--- src/wdog_pkg.sv ---
// shared constants and types for the watchdog timer
package wdog_pkg;
  // register port addresses
  localparam logic [3:0] ADDR_CONTROL = 4'h0;
  localparam logic [3:0] ADDR_STATUS = 4'h1;
  localparam logic [3:0] ADDR_INT_STATUS = 4'h2;
  localparam logic [3:0] ADDR_INT_MASK = 4'h3;
  localparam logic [3:0] ADDR_COUNT = 4'h4;
  // control register layout: prescale in [5:1], software enable in [0]
  localparam int PS_LSB = 1;
  localparam int PS_W = 5;
  localparam logic [4:0] PS_DEFAULT = 5'h0B; // 2^11 ms, about two seconds
  localparam logic [4:0] PS_MAX = 5'h12; // 2^18 ms, about 256 seconds
  // status bits
  localparam int ST_EXPIRY = 0;
  localparam int ST_SLEEPENTRY = 1;
  localparam int ST_WDRESET = 2;
  localparam int ST_ACTIVE = 3;
  // interrupt event bits
  localparam int EV_TIMEOUT = 0;
  localparam int EV_WAKE = 1;
  localparam int EV_W = 2;
  // mode configuration codes
  localparam logic [1:0] MODE_OFF = 2'h0;
  localparam logic [1:0] MODE_SW = 2'h1;
  localparam logic [1:0] MODE_NOSLEEP = 2'h2;
  localparam logic [1:0] MODE_ON = 2'h3;
  // timing: the slow oscillator and the 1 ms base tick
  localparam int LFOSC_KHZ = 31;
  localparam int TICK_MS = 1;
  localparam int TICK_LFCYCLES = LFOSC_KHZ * TICK_MS;
  localparam int CNT_W = 19;
  localparam int DATA_W = 8;
endpackage

--- src/wdog_tick_if.sv ---
// carries the base tick between the divider and the watchdog core
`timescale 1ns/10ps
interface wdog_tick_if;
  logic lfEdge;
  logic tick;
  logic tickClear;
  modport divider (input lfEdge, input tickClear, output tick);
  modport core (output lfEdge, output tickClear, input tick);
endinterface

--- src/wdog_tick_divider.sv ---
// divides slow-oscillator edges down to the 1 ms base tick
`timescale 1ns/10ps
module wdog_tick_divider
  import wdog_pkg::*;
(
  input wire logic core_clk,
  input wire logic rst,
  wdog_tick_if.divider tk
);
  logic [5:0] divCount_reg;
  logic [5:0] divCount_next;
  logic tick_reg;
  logic tick_next;
  localparam logic [5:0] DIV_LAST = 6'(TICK_LFCYCLES - 1);

  // count oscillator edges; a clear restarts the partial tick too
  always_comb
  begin
    divCount_next = divCount_reg;
    tick_next = 1'b0;
    if (tk.tickClear)
      divCount_next = 6'h00;
    else if (tk.lfEdge)
    begin
      if (divCount_reg == DIV_LAST)
      begin
        divCount_next = 6'h00;
        tick_next = 1'b1;
      end
      else
        divCount_next = divCount_reg + 6'h01;
    end
  end

  always_ff @(posedge core_clk)
  begin
    if (rst)
    begin
      divCount_reg <= 6'h00;
      tick_reg <= 1'b0;
    end
    else
    begin
      divCount_reg <= divCount_next;
      tick_reg <= tick_next;
    end
  end

  assign tk.tick = tick_reg;
endmodule

--- src/watchdog_timer.sv ---
// watchdog timer core with register port and interrupt
`timescale 1ns/10ps
// Summary of operation
// - counts 1 ms ticks from slow oscillator
// - mode 11: always active, also in sleep
// - mode 10: active awake, off in sleep
// - mode 01 follows software enable; 00 off
// - prescale field picks 1 ms to 256 s
// - reset default prescale gives two seconds
// - clear on reset, instruction, osc fail, disable
// - clear on sleep entry and exit
// - held clear while start-up timer runs
// - crystal wake: clear until start-up ends
// - frequency divider change leaves counter alone
// - sleep time-out wakes, no reset
// - time-out updates expiry, sleep flags; reset flag only when awake
module watchdog_timer
  import wdog_pkg::*;
(
  input wire logic core_clk,
  input wire logic rst,
  input wire logic lfOscEdge,
  input wire logic [1:0] wdogModeCfg,
  input wire logic sleepMode,
  input wire logic sleepEnter,
  input wire logic sleepExit,
  input wire logic clearWdogInstr,
  input wire logic oscFail,
  input wire logic oscStartupRunning,
  input wire logic oscFreqSelectChange,
  input wire logic [3:0] addr,
  input wire logic [DATA_W-1:0] wrData,
  input wire logic wrStrobe,
  input wire logic rdStrobe,
  output logic [DATA_W-1:0] rdData,
  output logic wdogResetReq,
  output logic wakeReq,
  output logic irq
);
  wdog_tick_if tk();

  logic swEnable_reg, swEnable_next;
  logic [PS_W-1:0] prescale_reg, prescale_next;
  logic [CNT_W-1:0] count_reg, count_next;
  logic expiry_reg, expiry_next;
  logic sleepFlag_reg, sleepFlag_next;
  logic wdReset_reg, wdReset_next;
  logic [EV_W-1:0] intStatus_reg, intStatus_next;
  logic [EV_W-1:0] intMask_reg, intMask_next;
  logic [DATA_W-1:0] rdData_reg, rdData_next;
  logic resetReq_reg, resetReq_next;
  logic wake_reg, wake_next;
  logic irq_reg, irq_next;
  logic active;
  logic holdClear;
  logic timeout;
  logic [CNT_W-1:0] limit;
  logic [EV_W-1:0] events;

  wdog_tick_divider u_div (
    .core_clk(core_clk),
    .rst(rst),
    .tk(tk)
  );

  // mode decode from configuration, software enable and sleep
  always_comb
  begin
    unique case (wdogModeCfg)
      MODE_ON: active = 1'b1;
      MODE_NOSLEEP: active = !sleepMode;
      MODE_SW: active = swEnable_reg;
      MODE_OFF: active = 1'b0;
    endcase
  end

  // every clearing source; divider changes are deliberately absent
  assign holdClear = !active || clearWdogInstr || oscFail
    || sleepEnter || sleepExit
    || oscStartupRunning;
  assign tk.lfEdge = lfOscEdge;
  assign tk.tickClear = holdClear || timeout;

  // terminal count is 2^n base ticks
  assign limit = CNT_W'(1) << prescale_reg;
  assign timeout = active && !holdClear && tk.tick
    && (count_reg == limit - CNT_W'(1));

  // counter: cleared by any clearing source and by its own time-out
  always_comb
  begin
    count_next = count_reg;
    if (holdClear || timeout)
      count_next = '0;
    else if (tk.tick)
      count_next = count_reg + CNT_W'(1);
  end

  // time-out effects: reset awake, wake in sleep, status flags
  always_comb
  begin
    resetReq_next = timeout && !sleepMode;
    wake_next = timeout && sleepMode;
    expiry_next = expiry_reg;
    sleepFlag_next = sleepFlag_reg;
    wdReset_next = wdReset_reg;
    if (clearWdogInstr)
    begin
      expiry_next = 1'b0;
      sleepFlag_next = 1'b0;
    end
    // set after clear so a same-cycle sleep entry is not lost
    if (sleepEnter)
      sleepFlag_next = 1'b1;
    if (wrStrobe && addr == ADDR_STATUS && wrData[ST_WDRESET])
      wdReset_next = 1'b0;
    if (timeout)
    begin
      expiry_next = 1'b1;
      sleepFlag_next = sleepMode;
      if (!sleepMode)
        wdReset_next = 1'b1;
    end
  end

  // register writes, sticky events; set beats write-one clear
  assign events = {wake_next, resetReq_next};
  always_comb
  begin
    swEnable_next = swEnable_reg;
    prescale_next = prescale_reg;
    intMask_next = intMask_reg;
    intStatus_next = intStatus_reg;
    if (wrStrobe)
    begin
      unique case (addr)
        ADDR_CONTROL:
        begin
          swEnable_next = wrData[0];
          // values past the top of range clamp to 256 s
          if (wrData[PS_LSB +: PS_W] > PS_MAX)
            prescale_next = PS_MAX;
          else
            prescale_next = wrData[PS_LSB +: PS_W];
        end
        ADDR_INT_STATUS: intStatus_next = intStatus_reg & ~wrData[EV_W-1:0];
        ADDR_INT_MASK: intMask_next = wrData[EV_W-1:0];
        default: ;
      endcase
    end
    intStatus_next = intStatus_next | events;
    irq_next = |(intStatus_next & intMask_next);
  end

  // read mux; unmapped addresses read zero
  always_comb
  begin
    rdData_next = '0;
    if (rdStrobe)
    begin
      unique case (addr)
        ADDR_CONTROL:
          rdData_next = DATA_W'({prescale_reg, swEnable_reg});
        ADDR_STATUS:
        begin
          rdData_next[ST_EXPIRY] = expiry_reg;
          rdData_next[ST_SLEEPENTRY] = sleepFlag_reg;
          rdData_next[ST_WDRESET] = wdReset_reg;
          rdData_next[ST_ACTIVE] = active;
        end
        ADDR_INT_STATUS: rdData_next = DATA_W'(intStatus_reg);
        ADDR_INT_MASK: rdData_next = DATA_W'(intMask_reg);
        ADDR_COUNT: rdData_next = count_reg[DATA_W-1:0];
        default: rdData_next = '0;
      endcase
    end
  end

  // control and interrupt registers; reset restores defaults
  always_ff @(posedge core_clk)
  begin
    if (rst)
    begin
      swEnable_reg <= 1'b0;
      prescale_reg <= PS_DEFAULT;
      intStatus_reg <= '0;
      intMask_reg <= '0;
      irq_reg <= 1'b0;
    end
    else
    begin
      swEnable_reg <= swEnable_next;
      prescale_reg <= prescale_next;
      intStatus_reg <= intStatus_next;
      intMask_reg <= intMask_next;
      irq_reg <= irq_next;
    end
  end

  // time-out counter
  always_ff @(posedge core_clk)
  begin
    if (rst)
    begin
      count_reg <= '0;
    end
    else
    begin
      count_reg <= count_next;
    end
  end

  // time-out flags and outgoing pulses
  always_ff @(posedge core_clk)
  begin
    if (rst)
    begin
      expiry_reg <= 1'b0;
      sleepFlag_reg <= 1'b0;
      wdReset_reg <= 1'b0;
      resetReq_reg <= 1'b0;
      wake_reg <= 1'b0;
    end
    else
    begin
      expiry_reg <= expiry_next;
      sleepFlag_reg <= sleepFlag_next;
      wdReset_reg <= wdReset_next;
      resetReq_reg <= resetReq_next;
      wake_reg <= wake_next;
    end
  end

  // read data stand one cycle, zero otherwise
  always_ff @(posedge core_clk)
  begin
    if (rst)
    begin
      rdData_reg <= '0;
    end
    else
    begin
      rdData_reg <= rdData_next;
    end
  end

  assign rdData = rdData_reg;
  assign wdogResetReq = resetReq_reg;
  assign wakeReq = wake_reg;
  assign irq = irq_reg;
endmodule

--- config.mk ---
export PLATFORM = sky130hd
export DESIGN_NAME = watchdog_timer
export DESIGN_NICKNAME = d
export VERILOG_FILES = /design/src/wdog_pkg.sv /design/src/wdog_tick_if.sv /design/src/wdog_tick_divider.sv /design/src/watchdog_timer.sv
export SDC_FILE = /design/constraint.sdc
export NUM_CORES = 1
export LEC_CHECK = 0
export BUFFER_PORTS_ARGS = -buffer_cell sky130_fd_sc_hd__buf_4
export CAP_MARGIN = 20
export CELL_PAD_IN_SITES_DETAIL_PLACEMENT = 1
export CELL_PAD_IN_SITES_GLOBAL_PLACEMENT = 1
export CORE_MARGIN = 2
export CORE_UTILIZATION = 43
export DETAILED_ROUTE_END_ITERATION = 8
export PLACE_DENSITY_LB_ADDON = 0.1
export SYNTH_ARGS = -nofsm -noshare
export SYNTH_HDL_FRONTEND = slang
export SYNTH_SLANG_ARGS = --single-unit
--- constraint.sdc ---
create_clock -name core_clk -period 4.6 [get_ports core_clk]
set_clock_uncertainty 0.2 [all_clocks]
set_input_delay 0.92 -clock core_clk [delete_from_list [all_inputs] [get_ports core_clk]]
set_output_delay 0.92 -clock core_clk [all_outputs]
set_load 0.01 [all_outputs]
# ---- After elaboration in Yosys (flattened, before gate mapping)
# Cells that the tools add are included.
dict set report totals {
  latchBits 0
  reg_bits 50
  memories 0
  input_bits 26
  output_inout_bits 11
  ram_bits 0
  mem_bits_ro 0
}
dict set report op_classes {
  multipliers 0
  n_mux 17
  addsub 3
  n_reduce_logical 25
  eq_ne 9
  n_bitwise 6
  n_lt_le_gt_ge 1
  div_mod_pow 0
  n_shift 1
}
# op n
set ops {}
lappend ops {{4-bit case mux with 5 select lines} 1}
lappend ops {{19-bit by 1-bit adder with 19-bit output, second input constant} 1}
lappend ops {{19-bit equality test} 1}
lappend ops {{1-bit by 5-bit left shift with 19-bit output, first input constant} 1}
lappend ops {{19-bit by 1-bit subtractor with 19-bit output, second input constant} 1}
lappend ops {{4-bit by 2-bit equality test with 1-bit output, second input constant} 2}
lappend ops {{1-bit two-way mux} 8}
lappend ops {{2-bit two-way mux} 4}
lappend ops {{4-bit case mux with 2 select lines} 1}
lappend ops {{1-bit logical AND} 7}
lappend ops {{6-bit by 1-bit adder with 6-bit output, second input constant} 1}
lappend ops {{6-bit by 5-bit equality test with 1-bit output, second input constant} 1}
lappend ops {{1-bit logical OR} 6}
lappend ops {{6-bit two-way mux} 1}
lappend ops {{2-bit OR reduction} 3}
lappend ops {{5-bit greater-than comparator, second input constant} 1}
lappend ops {{5-bit two-way mux} 1}
lappend ops {{2-bit AND} 2}
lappend ops {{2-bit equality test, second input constant} 2}
lappend ops {{4-bit by 1-bit equality test with 1-bit output, second input constant} 1}
lappend ops {{4-bit by 3-bit equality test with 1-bit output, second input constant} 1}
lappend ops {{4-bit logical NOT} 1}
lappend ops {{1-bit case mux with 4 select lines} 1}
lappend ops {{1-bit logical NOT} 3}
lappend ops {{9 further kinds} 10}

# ---- Depth between registers and ports, before layout
dict set report depth {
  depth_word 16
  ltp_mapped 14
}

# ---- Hierarchy
# From an unflattened synthesis, not the netlist that was laid out.
dict set report hier_totals {
  cells_unflattened 369
  hier_area_um2 3052.9
}
# mod instances cells_per_inst seq_area_each_um2 area_per_inst_um2
set modules_own_cells {}
lappend modules_own_cells {watchdog_timer 1 337 860.8 2745.1}
lappend modules_own_cells {wdog_tick_divider 1 32 140.1 307.8}

# ---- Least setup slack after synthesis
# No wires, ideal clock.
dict set report synth_path {
  kind {reg2reg}
  start {register prescale_reg[1]}
  end {register u_div.tick_reg, in the netlist u_div.tk.tick}
  required_ns 4.285
  path_slack_ns 1.356
  n_path_buf 4
  arrival_ns 2.929
  setup_time_ns 0.115
  path_stages_with_launch 14
  period_less_slack_ns 3.244
  cell_sequence {dfxtp_1 > buf_2 > clkbuf_1 > nand3b_1 > ha_1 > clkbuf_1 > or4b_4 > nand2_1 > o21ai_0 > a22oi_1 > nand4b_1 > o31ai_4 > buf_6 > nor3_1}
}
dict set report synth_via {
  elab_chain_len 6
}
# element line
set synth_rtl {}
lappend synth_rtl {{start, declared} watchdog_timer.sv:43} ;# logic [PS_W-1:0] prescale_reg, prescale_next;
lappend synth_rtl {{start signal, assigned} watchdog_timer.sv:193} ;# prescale_reg <= prescale_next;
lappend synth_rtl {{1-bit by 5-bit left shift with 19-bit output} watchdog_timer.sv:85} ;# assign limit = CNT_W'(1) << prescale_reg;
lappend synth_rtl {{19-bit by 1-bit subtractor with 19-bit output} watchdog_timer.sv:87} ;# && (count_reg == limit - CNT_W'(1));
lappend synth_rtl {{19-bit equality test} watchdog_timer.sv:87}
lappend synth_rtl {{1-bit logical AND} watchdog_timer.sv:87}
lappend synth_rtl {{1-bit logical OR} watchdog_timer.sv:82} ;# assign tk.tickClear = holdClear || timeout;
lappend synth_rtl {{3-bit OR reduction (no source line)} n/a}
lappend synth_rtl {{end signal, assigned} wdog_tick_divider.sv:45} ;# tick_reg <= tick_next;
lappend synth_rtl {{end, declared} wdog_tick_divider.sv:12} ;# logic tick_reg;
# No other way between the ends.
# A chain may end at the register's enable or synchronous reset.

# ---- Worst setup path after layout
dict set report layout_path {
  start {register prescale_reg[1]}
  end {register u_div.divCount_reg[1]}
}
dict set report layout_via {
  elab_chain_len 6
}
# element line
set layout_rtl {}
lappend layout_rtl {{1-bit by 5-bit left shift with 19-bit output} watchdog_timer.sv:85}
lappend layout_rtl {{19-bit by 1-bit subtractor with 19-bit output} watchdog_timer.sv:87}
lappend layout_rtl {{19-bit equality test} watchdog_timer.sv:87}
lappend layout_rtl {{1-bit logical AND} watchdog_timer.sv:87}
lappend layout_rtl {{1-bit logical OR} watchdog_timer.sv:82}
lappend layout_rtl {{2-bit OR reduction (no source line)} n/a}
lappend layout_rtl {{end signal, assigned} wdog_tick_divider.sv:44} ;# divCount_reg <= divCount_next;
lappend layout_rtl {{end, declared} wdog_tick_divider.sv:10} ;# logic [5:0] divCount_reg;
# No other way between the ends.

==> reports/metrics.yaml <==
run_status:
  outcome: "finished, final reports clean"
clock_tree:
  tritoncts: "done"
  cts_resized: 0
  cts.sinks: 50
  h-tree-depth: 2
  insertion_delay_ps: 310
  postCtsHoldBufs: 0
  cts_buffers: 5
  clock_path_buffers: 2
  cts_root_buf: "clkbuf_8"
  postCtsSetupRepairBufs: 0
  clk_pin_slew_ps: 90
routing:
  first_iter_violations: 131
  via_per_inst: 5.87
  drtAntennaViolNets: 0
  drc: 0
  wl_per_cell_um: 17.2
  drt-total-wl_um: 7930
  num_vias: 2698
  firstDrtPassIters: 4
worst_setup_path:
  crit_arrival_ps: 3580
  critPathCaptureType: "flop"
  cp_num_buf_inv: 1
  critical_path.cell_chain: "nor2_1 > nand2_1 > ha_1 > or4b_4 > nand2_1 > o21ai_0 > a22oi_1 > nand4b_1 > o31ai_4 > buf_4 > a2111oi_0"
  crit_slowest_cell: "or4b_4"
  max_stage_delay_ps: 560
  rr_startpoint: "prescale_reg[1]$_SDFFE_PP1P_"
  r2r_end: "u_div.divCount_reg[1]$_SDFFE_PP0P_"
  worst-setup-path-type: "flop to flop"
  crit_family: "simple AND/OR/NAND/NOR gates"
  reg2reg_slack_ps: 990
  startpoint_type: "flop"
  path_max_fanout: 26
  cp_data_required_time_ps: 4570
  cp_common_cell: "nand2_1"
  r2r_cells: 11
sta:
  finalHoldViolCount: 0
  relSlewSlack_pct: 43.2
  period_needed_ps: 3610
  final_max_slew_viol_count: 0
  grt_setup_unrepaired: "no"
  worst_pin_slew_ps: 840
  max_freq_ghz: 0.277
  setup_tns_ps: 0
  fin_hold_ws_ps: 264
  fin_crit_sh_pct: 78.5
  setup_viol: 0
placement:
  post-dp-hpwl_um: 5960
  port_buffers: 33
  routabilityCongestion: 0.872
global_routing:
  grt_start_max_net_pins: 27
  grt-ovfl-total: 0
  antenna_found_initial: 0
  grtUsageTotal_pct: 22.3
  grt_pass1_wl_um: 13000
  grt_pass1_vias: 2602
pwr:
  p_int_w: 0.000564
  p_sw_w: 0.000179
  cellPowerDensity_mw_per_mm2: 228
  p_clk_share_pct: 34.1
  p_leak_nw: 1.16
  switching_share_pct: 24.1
  vdd_drop_max_mv: 0.138
  pwr-share-comb_pct: 7.2
  pwr-share-seq_pct: 58.7
  power_w: 0.000742
synthesis:
  synthCells: 360
  synth_nets: 390
  syn_area_mm2: 0.00290
  synth_edf_count: 0
  yosysUniqueCellTypes: 60
  yosys.area.top_type_share_pct: 34.5
  yosysSeqAreaShare_pct: 34.5
  async_reset_ff_share_pct: 0
  yosysTopAreaCell: "dfxtp_1"
  yosys_warnings: 0
  synthTopCellsByArea: "dfxtp_1, nor2_1, xor2_1"
  ys_seq_elements: 50
  ys.flop_type: "dfxtp_1"
  avgSynthCellArea_um2: 8.05
floorplanning:
  die_y_um: 86.1
  rows: 29
  fp.dieArea_mm2: 0.00741
  die-width_um: 86.1
  ioPinCount: 37
  start_util_pct: 45.1
  core_area_mm2: 0.00642
worst_hold_path:
  hp-start: "wdReset_reg$_SDFF_PP0_"
  min_path_type: "flop to flop"
  whs_path_depth: 2
  hold_end: "wdReset_reg$_SDFF_PP0_"
finish:
  multi_input_area_mm2: 0.00174
  diodes: 0
  final_nets: 413
  regArea_mm2: 0.00100
  layout-drive-gt1-share_pct: 15.7
  fill_cells: 804
  area_growth_pct: 12.5
  largest_reg_flops: 19
  layout.cells.most_common: "dfxtp_1"
  most-common-layout-cells: "dfxtp_1, nor2_1, buf_4"
job:
  drv_cap: 0
[power by group through the flow]
stage,Sequential [W],Clock (W),Combinational (W)
floorplan,0.000445,0,0.0000271
global placement,0.000446,0,0.0000521
detailed placement,0.000446,0,0.0000533
CTS,0.000436,0.000262,0.0000536
global route,0.000436,0.000279,0.0000587
finish,0.000436,0.000253,0.0000536
[synthesized netlist by cell type (all sizes together) (3+ instances only)]
cell,n
nor3b,4
xor2,17
nand2b,3
mux2i,5
inv,9
nor4,7
nor3,18
or3,5
o31ai,3
a31oi,5
and3,6
o21ai,15
nor4b,3
a22oi,3
clkbuf,16
nand2,35
xnor2,15
buf,9
nand4b,4
dfxtp,50
a21oi,19
ha,4
nor2,47
nand3,17
nand4,6
[cell type report]
type,instances,share of cell area [%]
clock buffer,5,2.11
clock inverter,2,0.422
inverter,9,1.04
multi-input combinational,276,53.3
sequential,50,30.7
tap,77,2.95
timing repair buffer,41,9.44
[through the flow]
stage,utilization (%),cells,area [µm²],setup WS (ps)
6_report,50.8,460,3260,988
5_1_grt,50.8,460,3260,713
4_1_cts,50.8,460,3260,998
3_5_place_dp,49.5,453,3180,996
3_3_place_gp,49.5,453,3180,1080
2_1_floorplan,-,360,2900,1360
[layer usage]
metal	up-vias	track usage, %	part of all wire [%]
met5	-	0	0
met1	1321	29.4	46
li1	1323	-	-
met4	0	5.92	1.4
met2	47	38.1	49
met3	7	3.08	3.1
[worst min-delay path, delay by kind of cell, from the launching register on]
family / cells / cell delay (ps)
AOI/OAI and AO/OA: 1 / 50
DFF: 1 / 320
and+or+nand+nor: 1 / 50
[cells by family (layout without fill, tap and decap cells)]
| kind of cell | count (synthesis) | after routing | synth area share, % |
|---|---|---|---|
| and+or+nand+nor | 169 | 169 | 31.6 |
| AOI/OAI and AO/OA | 65 | 65 | 14.9 |
| DFF | 50 | 50 | 34.5 |
| buffers and inverters | 34 | 57 | 5.44 |
| xor gates and xnor gates | 32 | 32 | 9.67 |
| muxes | 6 | 6 | 2.12 |
| adders and majority gates | 4 | 4 | 1.73 |
[worst max-delay path by stage]
stage / startpoint / end / slack [ps] / cells after the start
floorplan: prescale_reg[1]$_SDFFE_PP1P_ / u_div.tk.tick$_SDFF_PP0_ / 1360 / 13
global placement: prescale_reg[1]$_SDFFE_PP1P_ / u_div.divCount_reg[1]$_SDFFE_PP0P_ / 1080 / 11
detailed placement: prescale_reg[1]$_SDFFE_PP1P_ / u_div.divCount_reg[1]$_SDFFE_PP0P_ / 1000 / 11
CTS: prescale_reg[1]$_SDFFE_PP1P_ / u_div.divCount_reg[1]$_SDFFE_PP0P_ / 1000 / 11
global route: prescale_reg[1]$_SDFFE_PP1P_ / u_div.divCount_reg[1]$_SDFFE_PP0P_ / 710 / 11
finish: prescale_reg[1]$_SDFFE_PP1P_ / u_div.divCount_reg[1]$_SDFFE_PP0P_ / 990 / 11
Note: power is estimated with default switching activity, not from simulation.
